[src/reload_timer_pkg.sv]
// Purpose: Shared constants and types for the reload down-counter timer channel.
// Assumes: Registers are 16 bits wide and sit at even byte offsets on a small plain port.
// Notes:   Offsets, field positions and reset values are collected here, once each.
package reload_timer_pkg;

   localparam int ADDR_W = 4;
   localparam int DATA_W = 16;
   localparam int PRESC_W = 15;

   // Register offsets.
   localparam logic [ADDR_W-1:0] OFS_CLOCK_SELECT_CONTROL = 4'h0;
   localparam logic [ADDR_W-1:0] OFS_MODE_SELECT          = 4'h2;
   localparam logic [ADDR_W-1:0] OFS_RUN_CONTROL          = 4'h4;
   localparam logic [ADDR_W-1:0] OFS_RELOAD_VALUE         = 4'h6;
   localparam logic [ADDR_W-1:0] OFS_COUNTER_VALUE        = 4'h8;
   localparam logic [ADDR_W-1:0] OFS_INTERRUPT_FLAG       = 4'hA;
   localparam logic [ADDR_W-1:0] OFS_INTERRUPT_ENABLE     = 4'hC;

   // Field positions.
   localparam int DEBUG_RUN_BIT      = 8;
   localparam int CLOCK_DIVIDER_LSB  = 4;
   localparam int CLOCK_SOURCE_LSB   = 0;
   localparam int ONESHOT_BIT        = 0;
   localparam int RUN_BIT            = 8;
   localparam int PRESET_BIT         = 1;
   localparam int CHANNEL_ENABLE_BIT = 0;
   localparam int UNDERFLOW_BIT      = 0;

   // Values after reset.
   localparam logic [DATA_W-1:0] RELOAD_RESET  = 16'hFFFF;
   localparam logic [DATA_W-1:0] COUNTER_RESET = 16'hFFFF;
   localparam logic [3:0]        DIVIDER_RESET = 4'h0;

   // Highest divider code that still divides on the low-speed source.
   localparam logic [3:0] LOW_SPEED_MAX_DIV = 4'h8;

   // This channel has no event counter, so code 3 takes the external clock input.
   localparam logic HAS_EVENT_COUNTER = 1'b0;

   // Bit order of the synchronised clock and debug inputs.
   localparam int IN_INTERNAL = 0;
   localparam int IN_LOW      = 1;
   localparam int IN_HIGH     = 2;
   localparam int IN_EXTERNAL = 3;
   localparam int IN_EVENT    = 4;
   localparam int IN_DEBUG    = 5;
   localparam int IN_COUNT    = 6;

   typedef enum logic [1:0] {
      SRC_INTERNAL = 2'h0,
      SRC_LOW      = 2'h1,
      SRC_HIGH     = 2'h2,
      SRC_EXTERNAL = 2'h3
   } clock_source_e;

   typedef enum logic {
      RUN_IDLE    = 1'b0,
      RUN_COUNTING = 1'b1
   } run_state_e;

   typedef struct packed {
      logic [ADDR_W-1:0] addr;
      logic [DATA_W-1:0] wdata;
      logic              wr;
      logic              rd;
   } bus_req_s;

endpackage

[src/reload_down_counter_timer.sv]
// Purpose: One 16-bit presettable down-counting timer channel with reload and underflow flag.
// Assumes: Oscillator, event and debug inputs are asynchronous levels from outside ref_clk.
// Notes:   The counter clock is a tick enable built from source edges; ref_clk is the only clock.
// Function
// - One mode bit: 1 one-shot, 0 repeat.
// - Repeat mode reloads on every underflow.
// - One-shot reloads, halts, clears run status.
// - Period lasts reload value plus one ticks.
// - Underflow pulse sets flag, feeds peripherals.
// - Run bit starts or stops, reads status.
// - Preset copies reload, reads pending, self-clears.
// - Enable bit gates the counter clock.
// - Reload resets to ones, used twice.
// - Live counter readable, resets to ones.
// - Flag sets on underflow, write one clears.
// - Interrupt only with flag and enable set.
// - Two-bit field picks the clock source.
// - Divider code sets ratio per source.
// - Debug-run bit keeps clock in debug halt.
// - Code three uses external clock input.
// - Event channel counts event input rising edges.
// - Debug halt freezes channel, then resumes.
`timescale 1ns/1ps

module reload_down_counter_timer
   import reload_timer_pkg::*;
(
   input  wire logic              ref_clk,
   input  wire logic              rstn,
   input  wire bus_req_s          bus,
   output logic [DATA_W-1:0]      rdata,
   input  wire logic              internal_osc,
   input  wire logic              low_speed_osc,
   input  wire logic              high_speed_osc,
   input  wire logic              external_clock_input,
   input  wire logic              event_input,
   input  wire logic              debug_halt,
   output logic                   irq,
   output logic                   underflow_pulse
);

   // Synchroniser for all asynchronous inputs.
   logic [IN_COUNT-1:0] raw_in;
   logic [IN_COUNT-1:0] sync_a;
   logic [IN_COUNT-1:0] sync_b;

   assign raw_in = {debug_halt, event_input, external_clock_input,
                    high_speed_osc, low_speed_osc, internal_osc};

   genvar gi;
   generate
      for (gi = 0; gi < IN_COUNT; gi++) begin : g_sync
         always_ff @(posedge ref_clk or negedge rstn) begin
            if (!rstn) begin
               sync_a[gi] <= 1'b0;
               sync_b[gi] <= 1'b0;
            end else begin
               sync_a[gi] <= raw_in[gi];
               sync_b[gi] <= sync_a[gi];
            end
         end
      end
   endgenerate

   // Channel state.
   typedef struct packed {
      logic               debug_run;
      logic [3:0]         clock_divider;
      clock_source_e      clock_source_select;
      logic               oneshot_select;
      logic               channel_enable;
      logic [DATA_W-1:0]  reload_value;
      logic [DATA_W-1:0]  counter_value;
      logic               underflow_flag;
      logic               underflow_irq_enable;
      run_state_e         run_state;
      logic               start_pend;
      logic               stop_pend;
      logic               preset_pend;
      logic [PRESC_W-1:0] presc;
      logic               src_prev;
      logic               uf_pulse;
      logic [DATA_W-1:0]  rdata;
   } chan_s;

   chan_s st;
   chan_s next_st;

   logic               src_level;
   logic               src_edge;
   logic [3:0]         eff_div;
   logic [PRESC_W-1:0] div_mask;
   logic               gate_open;
   logic               tick;
   logic               uf_now;
   logic               wr_ctl;
   logic               enable_after;

   // Source selection and divider ratio.
   always_comb begin
      unique case (st.clock_source_select)
         SRC_INTERNAL: begin
            src_level = sync_b[IN_INTERNAL];
            eff_div   = st.clock_divider;
         end
         SRC_LOW: begin
            src_level = sync_b[IN_LOW];
            eff_div   = (st.clock_divider <= LOW_SPEED_MAX_DIV) ? st.clock_divider : 4'h0;
         end
         SRC_HIGH: begin
            src_level = sync_b[IN_HIGH];
            eff_div   = st.clock_divider;
         end
         SRC_EXTERNAL: begin
            // Event channels count rising edges of the event input.
            src_level = HAS_EVENT_COUNTER ? sync_b[IN_EVENT] : sync_b[IN_EXTERNAL];
            eff_div   = 4'h0;
         end
      endcase
   end

   assign div_mask  = PRESC_W'((16'h0001 << eff_div) - 16'h0001);
   assign src_edge  = src_level & ~st.src_prev;
   // Gating stops the prescaler too, so the divider phase is kept across a halt.
   assign gate_open = st.channel_enable & ~(sync_b[IN_DEBUG] & ~st.debug_run);
   assign tick      = gate_open & src_edge & ((st.presc & div_mask) == div_mask);
   assign uf_now    = tick & ~st.preset_pend & (st.run_state == RUN_COUNTING)
                      & (st.counter_value == 16'h0000);
   assign wr_ctl    = bus.wr & (bus.addr == OFS_RUN_CONTROL);
   assign enable_after = bus.wdata[CHANNEL_ENABLE_BIT];

   always_comb begin
      next_st          = st;
      next_st.src_prev = src_level;
      next_st.uf_pulse = uf_now;

      if (gate_open && src_edge) begin
         next_st.presc = ((st.presc & div_mask) == div_mask) ? '0 : st.presc + 15'h0001;
      end

      // Counter clock step: a pending preset replaces counting; start and stop are applied after counting.
      if (tick) begin
         if (st.preset_pend) begin
            next_st.counter_value = st.reload_value;
            next_st.preset_pend   = 1'b0;
         end else if (st.run_state == RUN_COUNTING) begin
            if (st.counter_value == 16'h0000) begin
               next_st.counter_value = st.reload_value;
               if (st.oneshot_select) begin
                  next_st.run_state = RUN_IDLE;
               end
            end else begin
               next_st.counter_value = st.counter_value - 16'h0001;
            end
         end
         if (st.start_pend) begin
            next_st.run_state  = RUN_COUNTING;
            next_st.start_pend = 1'b0;
         end else if (st.stop_pend) begin
            next_st.run_state = RUN_IDLE;
            next_st.stop_pend = 1'b0;
         end
      end

      // A clear in the cycle of an underflow loses to the set.
      next_st.underflow_flag = (st.underflow_flag & ~(bus.wr && bus.addr == OFS_INTERRUPT_FLAG
                               && bus.wdata[UNDERFLOW_BIT])) | uf_now;

      if (bus.wr) begin
         unique case (bus.addr)
            OFS_CLOCK_SELECT_CONTROL: begin
               next_st.debug_run           = bus.wdata[DEBUG_RUN_BIT];
               next_st.clock_divider       = bus.wdata[CLOCK_DIVIDER_LSB +: 4];
               next_st.clock_source_select = clock_source_e'(bus.wdata[CLOCK_SOURCE_LSB +: 2]);
            end
            OFS_MODE_SELECT: begin
               next_st.oneshot_select = bus.wdata[ONESHOT_BIT];
            end
            OFS_RUN_CONTROL: begin
               next_st.channel_enable = enable_after;
            end
            OFS_RELOAD_VALUE: begin
               next_st.reload_value = bus.wdata;
            end
            OFS_INTERRUPT_ENABLE: begin
               next_st.underflow_irq_enable = bus.wdata[UNDERFLOW_BIT];
            end
            default: begin
            end
         endcase
      end

      // Start and preset requests are only accepted with the enable bit set in the same write; stops always.
      if (wr_ctl) begin
         if (bus.wdata[RUN_BIT] && enable_after) begin
            next_st.start_pend = 1'b1;
            next_st.stop_pend  = 1'b0;
         end else if (!bus.wdata[RUN_BIT]) begin
            next_st.stop_pend  = (st.run_state == RUN_COUNTING) || st.start_pend;
            next_st.start_pend = 1'b0;
         end
         if (bus.wdata[PRESET_BIT] && enable_after) begin
            next_st.preset_pend = 1'b1;
         end
      end

      next_st.rdata = '0;
      if (bus.rd) begin
         unique case (bus.addr)
            OFS_CLOCK_SELECT_CONTROL: begin
               next_st.rdata[DEBUG_RUN_BIT]              = st.debug_run;
               next_st.rdata[CLOCK_DIVIDER_LSB +: 4]     = st.clock_divider;
               next_st.rdata[CLOCK_SOURCE_LSB +: 2]      = st.clock_source_select;
            end
            OFS_MODE_SELECT: begin
               next_st.rdata[ONESHOT_BIT] = st.oneshot_select;
            end
            OFS_RUN_CONTROL: begin
               // A pending start reads as running; a stop pending on a counting channel reads running until done.
               next_st.rdata[RUN_BIT]            = (st.run_state == RUN_COUNTING)
                                                   | st.start_pend;
               next_st.rdata[PRESET_BIT]         = st.preset_pend;
               next_st.rdata[CHANNEL_ENABLE_BIT] = st.channel_enable;
            end
            OFS_RELOAD_VALUE: begin
               next_st.rdata = st.reload_value;
            end
            OFS_COUNTER_VALUE: begin
               next_st.rdata = st.counter_value;
            end
            OFS_INTERRUPT_FLAG: begin
               next_st.rdata[UNDERFLOW_BIT] = st.underflow_flag;
            end
            OFS_INTERRUPT_ENABLE: begin
               next_st.rdata[UNDERFLOW_BIT] = st.underflow_irq_enable;
            end
            default: begin
            end
         endcase
      end
   end

   always_ff @(posedge ref_clk or negedge rstn) begin
      if (!rstn) begin
         st.debug_run            <= 1'b0;
         st.clock_divider        <= DIVIDER_RESET;
         st.clock_source_select  <= SRC_INTERNAL;
         st.oneshot_select       <= 1'b0;
         st.channel_enable       <= 1'b0;
         st.reload_value         <= RELOAD_RESET;
         st.counter_value        <= COUNTER_RESET;
         st.underflow_flag       <= 1'b0;
         st.underflow_irq_enable <= 1'b0;
         st.run_state            <= RUN_IDLE;
         st.start_pend           <= 1'b0;
         st.stop_pend            <= 1'b0;
         st.preset_pend          <= 1'b0;
         st.presc                <= '0;
         st.src_prev             <= 1'b0;
         st.uf_pulse             <= 1'b0;
         st.rdata                <= '0;
      end else begin
         st <= next_st;
      end
   end

   assign rdata           = st.rdata;
   assign underflow_pulse = st.uf_pulse;
   assign irq             = st.underflow_flag & st.underflow_irq_enable;
endmodule

[config.mk]
export PLATFORM = sky130hd
export DESIGN_NAME = reload_down_counter_timer
export DESIGN_NICKNAME = d
export VERILOG_FILES = /design/src/reload_timer_pkg.sv /design/src/reload_down_counter_timer.sv
export SDC_FILE = /design/constraint.sdc
export NUM_CORES = 1
export LEC_CHECK = 0
export CORE_MARGIN = 3
export CORE_UTILIZATION = 50
export CTS_CLUSTER_SIZE = 20
export DETAILED_ROUTE_END_ITERATION = 6
export DONT_BUFFER_PORTS = 1
export HOLD_SLACK_MARGIN = 0.1
export PLACE_DENSITY = 0.65
export SLEW_MARGIN = 30
export SYNTH_ARGS = -nofsm -noshare
export SYNTH_HDL_FRONTEND = slang
export SYNTH_SLANG_ARGS = --single-unit
[constraint.sdc]
create_clock -name ref_clk -period 3.4 [get_ports ref_clk]
set_clock_uncertainty 0.2 [all_clocks]
set_input_delay 0.17 -clock ref_clk [delete_from_list [all_inputs] [get_ports ref_clk]]
set_output_delay 0.17 -clock ref_clk [all_outputs]
set_load 0.005 [all_outputs]
---- Word level (Yosys, flattened, before mapping) ----
Index checks and enable logic that the tools add are counted.
word-level totals
  word-level logic and storage cells ...... 106
  flip-flop bits (word level) ............. 90
  output and inout bits ................... 18
  input port bits ......................... 30
cells by class
  equal/unequal tests ..................... 11
  muxes and demuxes ....................... 26
  bitwise logic cells ..................... 19
  magnitude comparators ................... 1
  $add $sub $neg .......................... 3
  reduce and logical (&&, ||, !) cells .... 18
  shift operators ......................... 1
operators by type and width
  cell                     number
  $mux W16                 4
  $pmux W4 S3              2
  $logic_not A16 Y1        1
  $sub A16 B1 Y16 const B  1
  $add A15 B1 Y15 const B  1
  $and A15 B15 Y15         1
  $eq A15 B15 Y1           1
  $mux W15                 1
  $shl A1 B4 Y15 const A   1
  $sub A15 B1 Y15 const B  1
  $pmux W7 S2              1
  $reduce_and A2 Y1        7
  $eq A4 B4 Y1 const B     3
  $pmux W1 S4              3
  $and A1 B1 Y1            11
  $eq A4 B3 Y1 const B     2
  $mux W1                  8
  $pmux W1 S7              1
  $mux W3                  2
  $logic_and A1 B1 Y1      5
  $not A1 Y1               5
  $eq A2 B2 Y1 const B     2
  $eq A4 B2 Y1 const B     1
  $le A4 B4 Y1 const B     1
  other kinds (11)         13

---- Longest topological paths before layout ----
  word-level depth ........................ 12
  mapped depth ............................ 16
  gate-level depth less buffers ........... 11

---- Worst setup path before layout ----
No wires, ideal clock.
  kind .................................... flip-flop to flip-flop
  from .................................... register st[76] in the netlist's numbering
  to ...................................... register st[46] in the netlist's numbering
  buffers on the path ..................... 4
  cell stages (with the launch flop) ...... 15
  required time ........................... 3.118 ns
  library setup time ...................... 0.082 ns
  data arrival time ....................... 3.184 ns
  setup slack ............................. -0.066 ns
  clock period less this slack ............ 3.466 ns
  cells stage by stage .................... dfrtp_1 -> buf_2 -> buf_2 -> o311ai_0 -> nand3_2 -> inv_1 -> ha_1 -> clkbuf_1 -> o21ai_0 -> xor2_1 -> a2111oi_4 -> nand4bb_2 -> buf_6 -> o31a_1 -> a211o_1
on the way
  longest elaborated chain between the ends .. 9
RTL lines
  what                             line                              text
  from (decl)                      reload_down_counter_timer.sv:86   chan_s st;
  from (signal assigned)           reload_down_counter_timer.sv:263  st <= next_st;
  $le A4 B4 Y1                     reload_down_counter_timer.sv:108  eff_div = (st.clock_divider <= LOW_SPEED_MAX_DIV) ? st.clock_divider : 4'h0;
  $mux W4                          reload_down_counter_timer.sv:108
  $pmux W4 S3 (*)                  reload_down_counter_timer.sv:101  unique case (st.clock_source_select)
  $shl A1 B4 Y15 (*)               reload_down_counter_timer.sv:122  assign div_mask = PRESC_W'((16'h0001 << eff_div) - 16'h0001);
  $sub A15 B1 Y15 (*)              reload_down_counter_timer.sv:122
  $and A15 B15 Y15                 reload_down_counter_timer.sv:126  assign tick = gate_open & src_edge & ((st.presc & div_mask) == div_mask);
  $eq A15 B15 Y1 (*)               reload_down_counter_timer.sv:126
  $and A1 B1 Y1 (*)                reload_down_counter_timer.sv:126
  $reduce_and A2 Y1 (no line) (*)  n/a
Every way passes the cells marked *; elsewhere a longest branch is shown, timed or not.
A chain may end at the register's enable or synchronous reset.

---- Worst setup path in the final report ----
  from .................................... register st[77] in the netlist's numbering
  to ...................................... register st[52] in the netlist's numbering
Same word-level chain as after synthesis.

==> metrics.txt <==
Metal-1 WL 5.83 mm; DRT iter0 DRCs 447; ys async rst share 100%; Max Fclk 306 MHz; post-synthesis simple-gate area fraction 21.1%; CTS Root Cell clkbuf_8; Initial DRT Pass Iterations 5; vias in the first global route 4054; antenna viol nets, final 0; Post-Place Cell Area 5130 µm²; Tot GR Track Use 23.5%; Post-Syn Area 5120 µm²; startpoint of the worst hold path bus[19]; layout cells sized above 1 21.1%; post-synthesis net count 561; Synth Warn # 0; wire length on met3 1.01 mm; WP data arrival 3.36 ns; gpl congestion 0.882; vias per cell 6.24; clk sinks 90; Synth Area in Compound Gates 17.0%; clk slew on worst S/H paths 0.09 ns; # diodes 0; synthesized area per cell 9.71 µm²; Max Root-Sink Buffers 2; Post-synth EDFFs 0; top sig layer met4; Worst Hold End st[74]; global route overflow 0; Post-DP HPWL 8.40 mm; register area 2290 µm²; routed via count 4198; nets@finish 569; area of the die 11500 µm²; largest fanout on the critical path 22; initial antenna violation count 0; Slew headroom 44.3%; Die Span Y 107 µm; area growth from synthesis to layout 11.5%; unrepaired setup endpoints after global routing yes; largest family of logic cells by synthesized area simple AND/OR/NAND/NOR gates; worst min path class in -> reg; Setup Crit Path Kind reg -> reg; first-pass GRT wire length 20.9 mm; PD cells 483 nW/µm²; Filler cells 856; # setup viols final 0; # IOs 48; Slew @ Worst Pin 0.834 ns; WHS Path Cells 3; num rows 36; area occupied by multi-input gates 2500 µm²; Worst VDD drop 0.448 mV; latest clock arrival within the worst-skew pair 0.38 ns; Buffers on Ports 0; Static Leakage 0.00230 µW; setup tns final 0 ns; mux share of post-synthesis cell area 7.36%; CTS tree yes; Worst R2R End st[52]; Period minus WS final 3.27 ns; Final Hold Fails 0; WP data required 3.49 ns; Distinct cells, synth 72; hold slack 0.131 ns; design area 5710 µm²; register area share after synthesis 44.8%; routed wl met2 5.92 mm; fin crit share 96.1%; Primary FF master, synth dfrtp_1; Initial Util 51.9%; R2R setup slack 0.13 ns; number of CTS-inserted buffers 9; Max H-tree Level 3; adder-cell share of the synthesized area 0.978%; Reg2Reg Depth 12; reg2reg start st[77]; Synth Register Bits 90; outcome finished clean; DRC 0; total core area 9860 µm²; crit start category flop; routed len/inst 19.1 µm; largest net degree at the start of global routing 91; Post-Synthesis Cells 527; Final Slew Violations 0; Post-Synth XOR/XNOR Area 1.88%; Routed WL 12.9 mm; # Max-Cap Violations 0; Die W 107 µm; critical path capture point type flop
-- how the worst max path moves through the flow --
| stage | startpoint | to | depth (start not counted) |
|---|---|---|---|
| after floorplan | st[76] | st[46] | 14 |
| after detailed placement | st[77] | st[40] | 11 |
| after global routing | st[77] | st[46] | 12 |
| after global placement | st[77] | st[40] | 11 |
| after CTS | st[77] | st[49] | 11 |
| final | st[77] | st[52] | 12 |
-- timing repair --
| action | in CTS | in global routing |
|---|---|---|
| buffers inserted | 0 | 1 |
| resized for setup | 2 | 6 |
| setup endpoints to repair | 26 | 28 |
| pin swaps | 0 | 3 |
| endpoints found under the hold margin | 141 | 0 |
| hold buffers | 34 | 0 |
-- power breakdown --
part	switching, µW	internal (µW)
clock	412	287
sequential	118	1220
combinational	386	334
-- cell type report --
type,count,area share [%]
Tap cell,133,2.92
Multi-Input combinational cell,369,43.9
Inverter,11,0.724
Clock buffer,10,2.41
Timing Repair Buffer,54,9.19
Sequential cell,90,40.2
Clock inverter,6,0.702
-- cells in the mapped netlist, drive strengths merged, types with 16 or more instances --
master / number / area share [%]
a21oi: 21 / 2.1
a22oi: 16 / 2.3
buf: 32 / 4.2
clkbuf: 25 / 1.9
dfrtp: 58 / 28
dfstp: 32 / 16
mux2: 27 / 5.9
nand2: 39 / 2.9
nand3: 18 / 2.0
nor2: 39 / 2.9
nor2b: 18 / 2.2
o21ai: 36 / 3.5
-- sequential cells by signal (all words and copies together), names as in the netlist --
name and flops:
rdata 16, st 63, sync_a 5, sync_b 5, underflow_pulse 1
-- layout by cell type (no fill, tap or decap), drive strengths merged, types with 16 or more instances in the layout --
master	instances
a21oi	21
buf	21
a22oi	16
dfrtp	58
nand3	18
nand2	39
nor2b	18
dlygate4sd3	33
o21ai	36
dfstp	32
nor2	39
mux2	27
-- kinds of logic after synthesis --
| kind of cell | count (synthesis) |
|---|---|
| xor+xnor | 11 |
| fa+ha+maj | 4 |
| flops | 90 |
| buf+inv | 68 |
| compound gates | 126 |
| simple gates | 195 |
| mux | 33 |
-- per-layer routing --
layer,global-route usage [%],up-vias
met5,0,-
met4,6.21,0
met3,6.38,10
met2,35.3,171
met1,33.5,2089
li1,-,1928
-- per-stage QoR --
step	utilization, %	total power (µW)	setup WS [ns]	std cells
floorplan	-	1830	0.0485	527
global placement	52.0	1970	0.0632	622
detailed placement	52.0	1980	-0.0835	622
CTS	57.5	2760	0.00239	672
global route	57.8	2910	-0.00622	673
finish	57.8	2750	0.131	673
-- critical path, cell delays in order (launching register included) --
cell	delay, ns
dfrtp_1	0.43
or4_4	0.54
nand3_2	0.10
inv_1	0.05
ha_2	0.24
nand4_1	0.10
a2bb2oi_1	0.18
o2111a_1	0.20
o2111a_1	0.25
nand4bb_2	0.16
buf_12	0.20
o41ai_1	0.37
o21ai_0	0.15
Power figures use the tool's default switching activity.
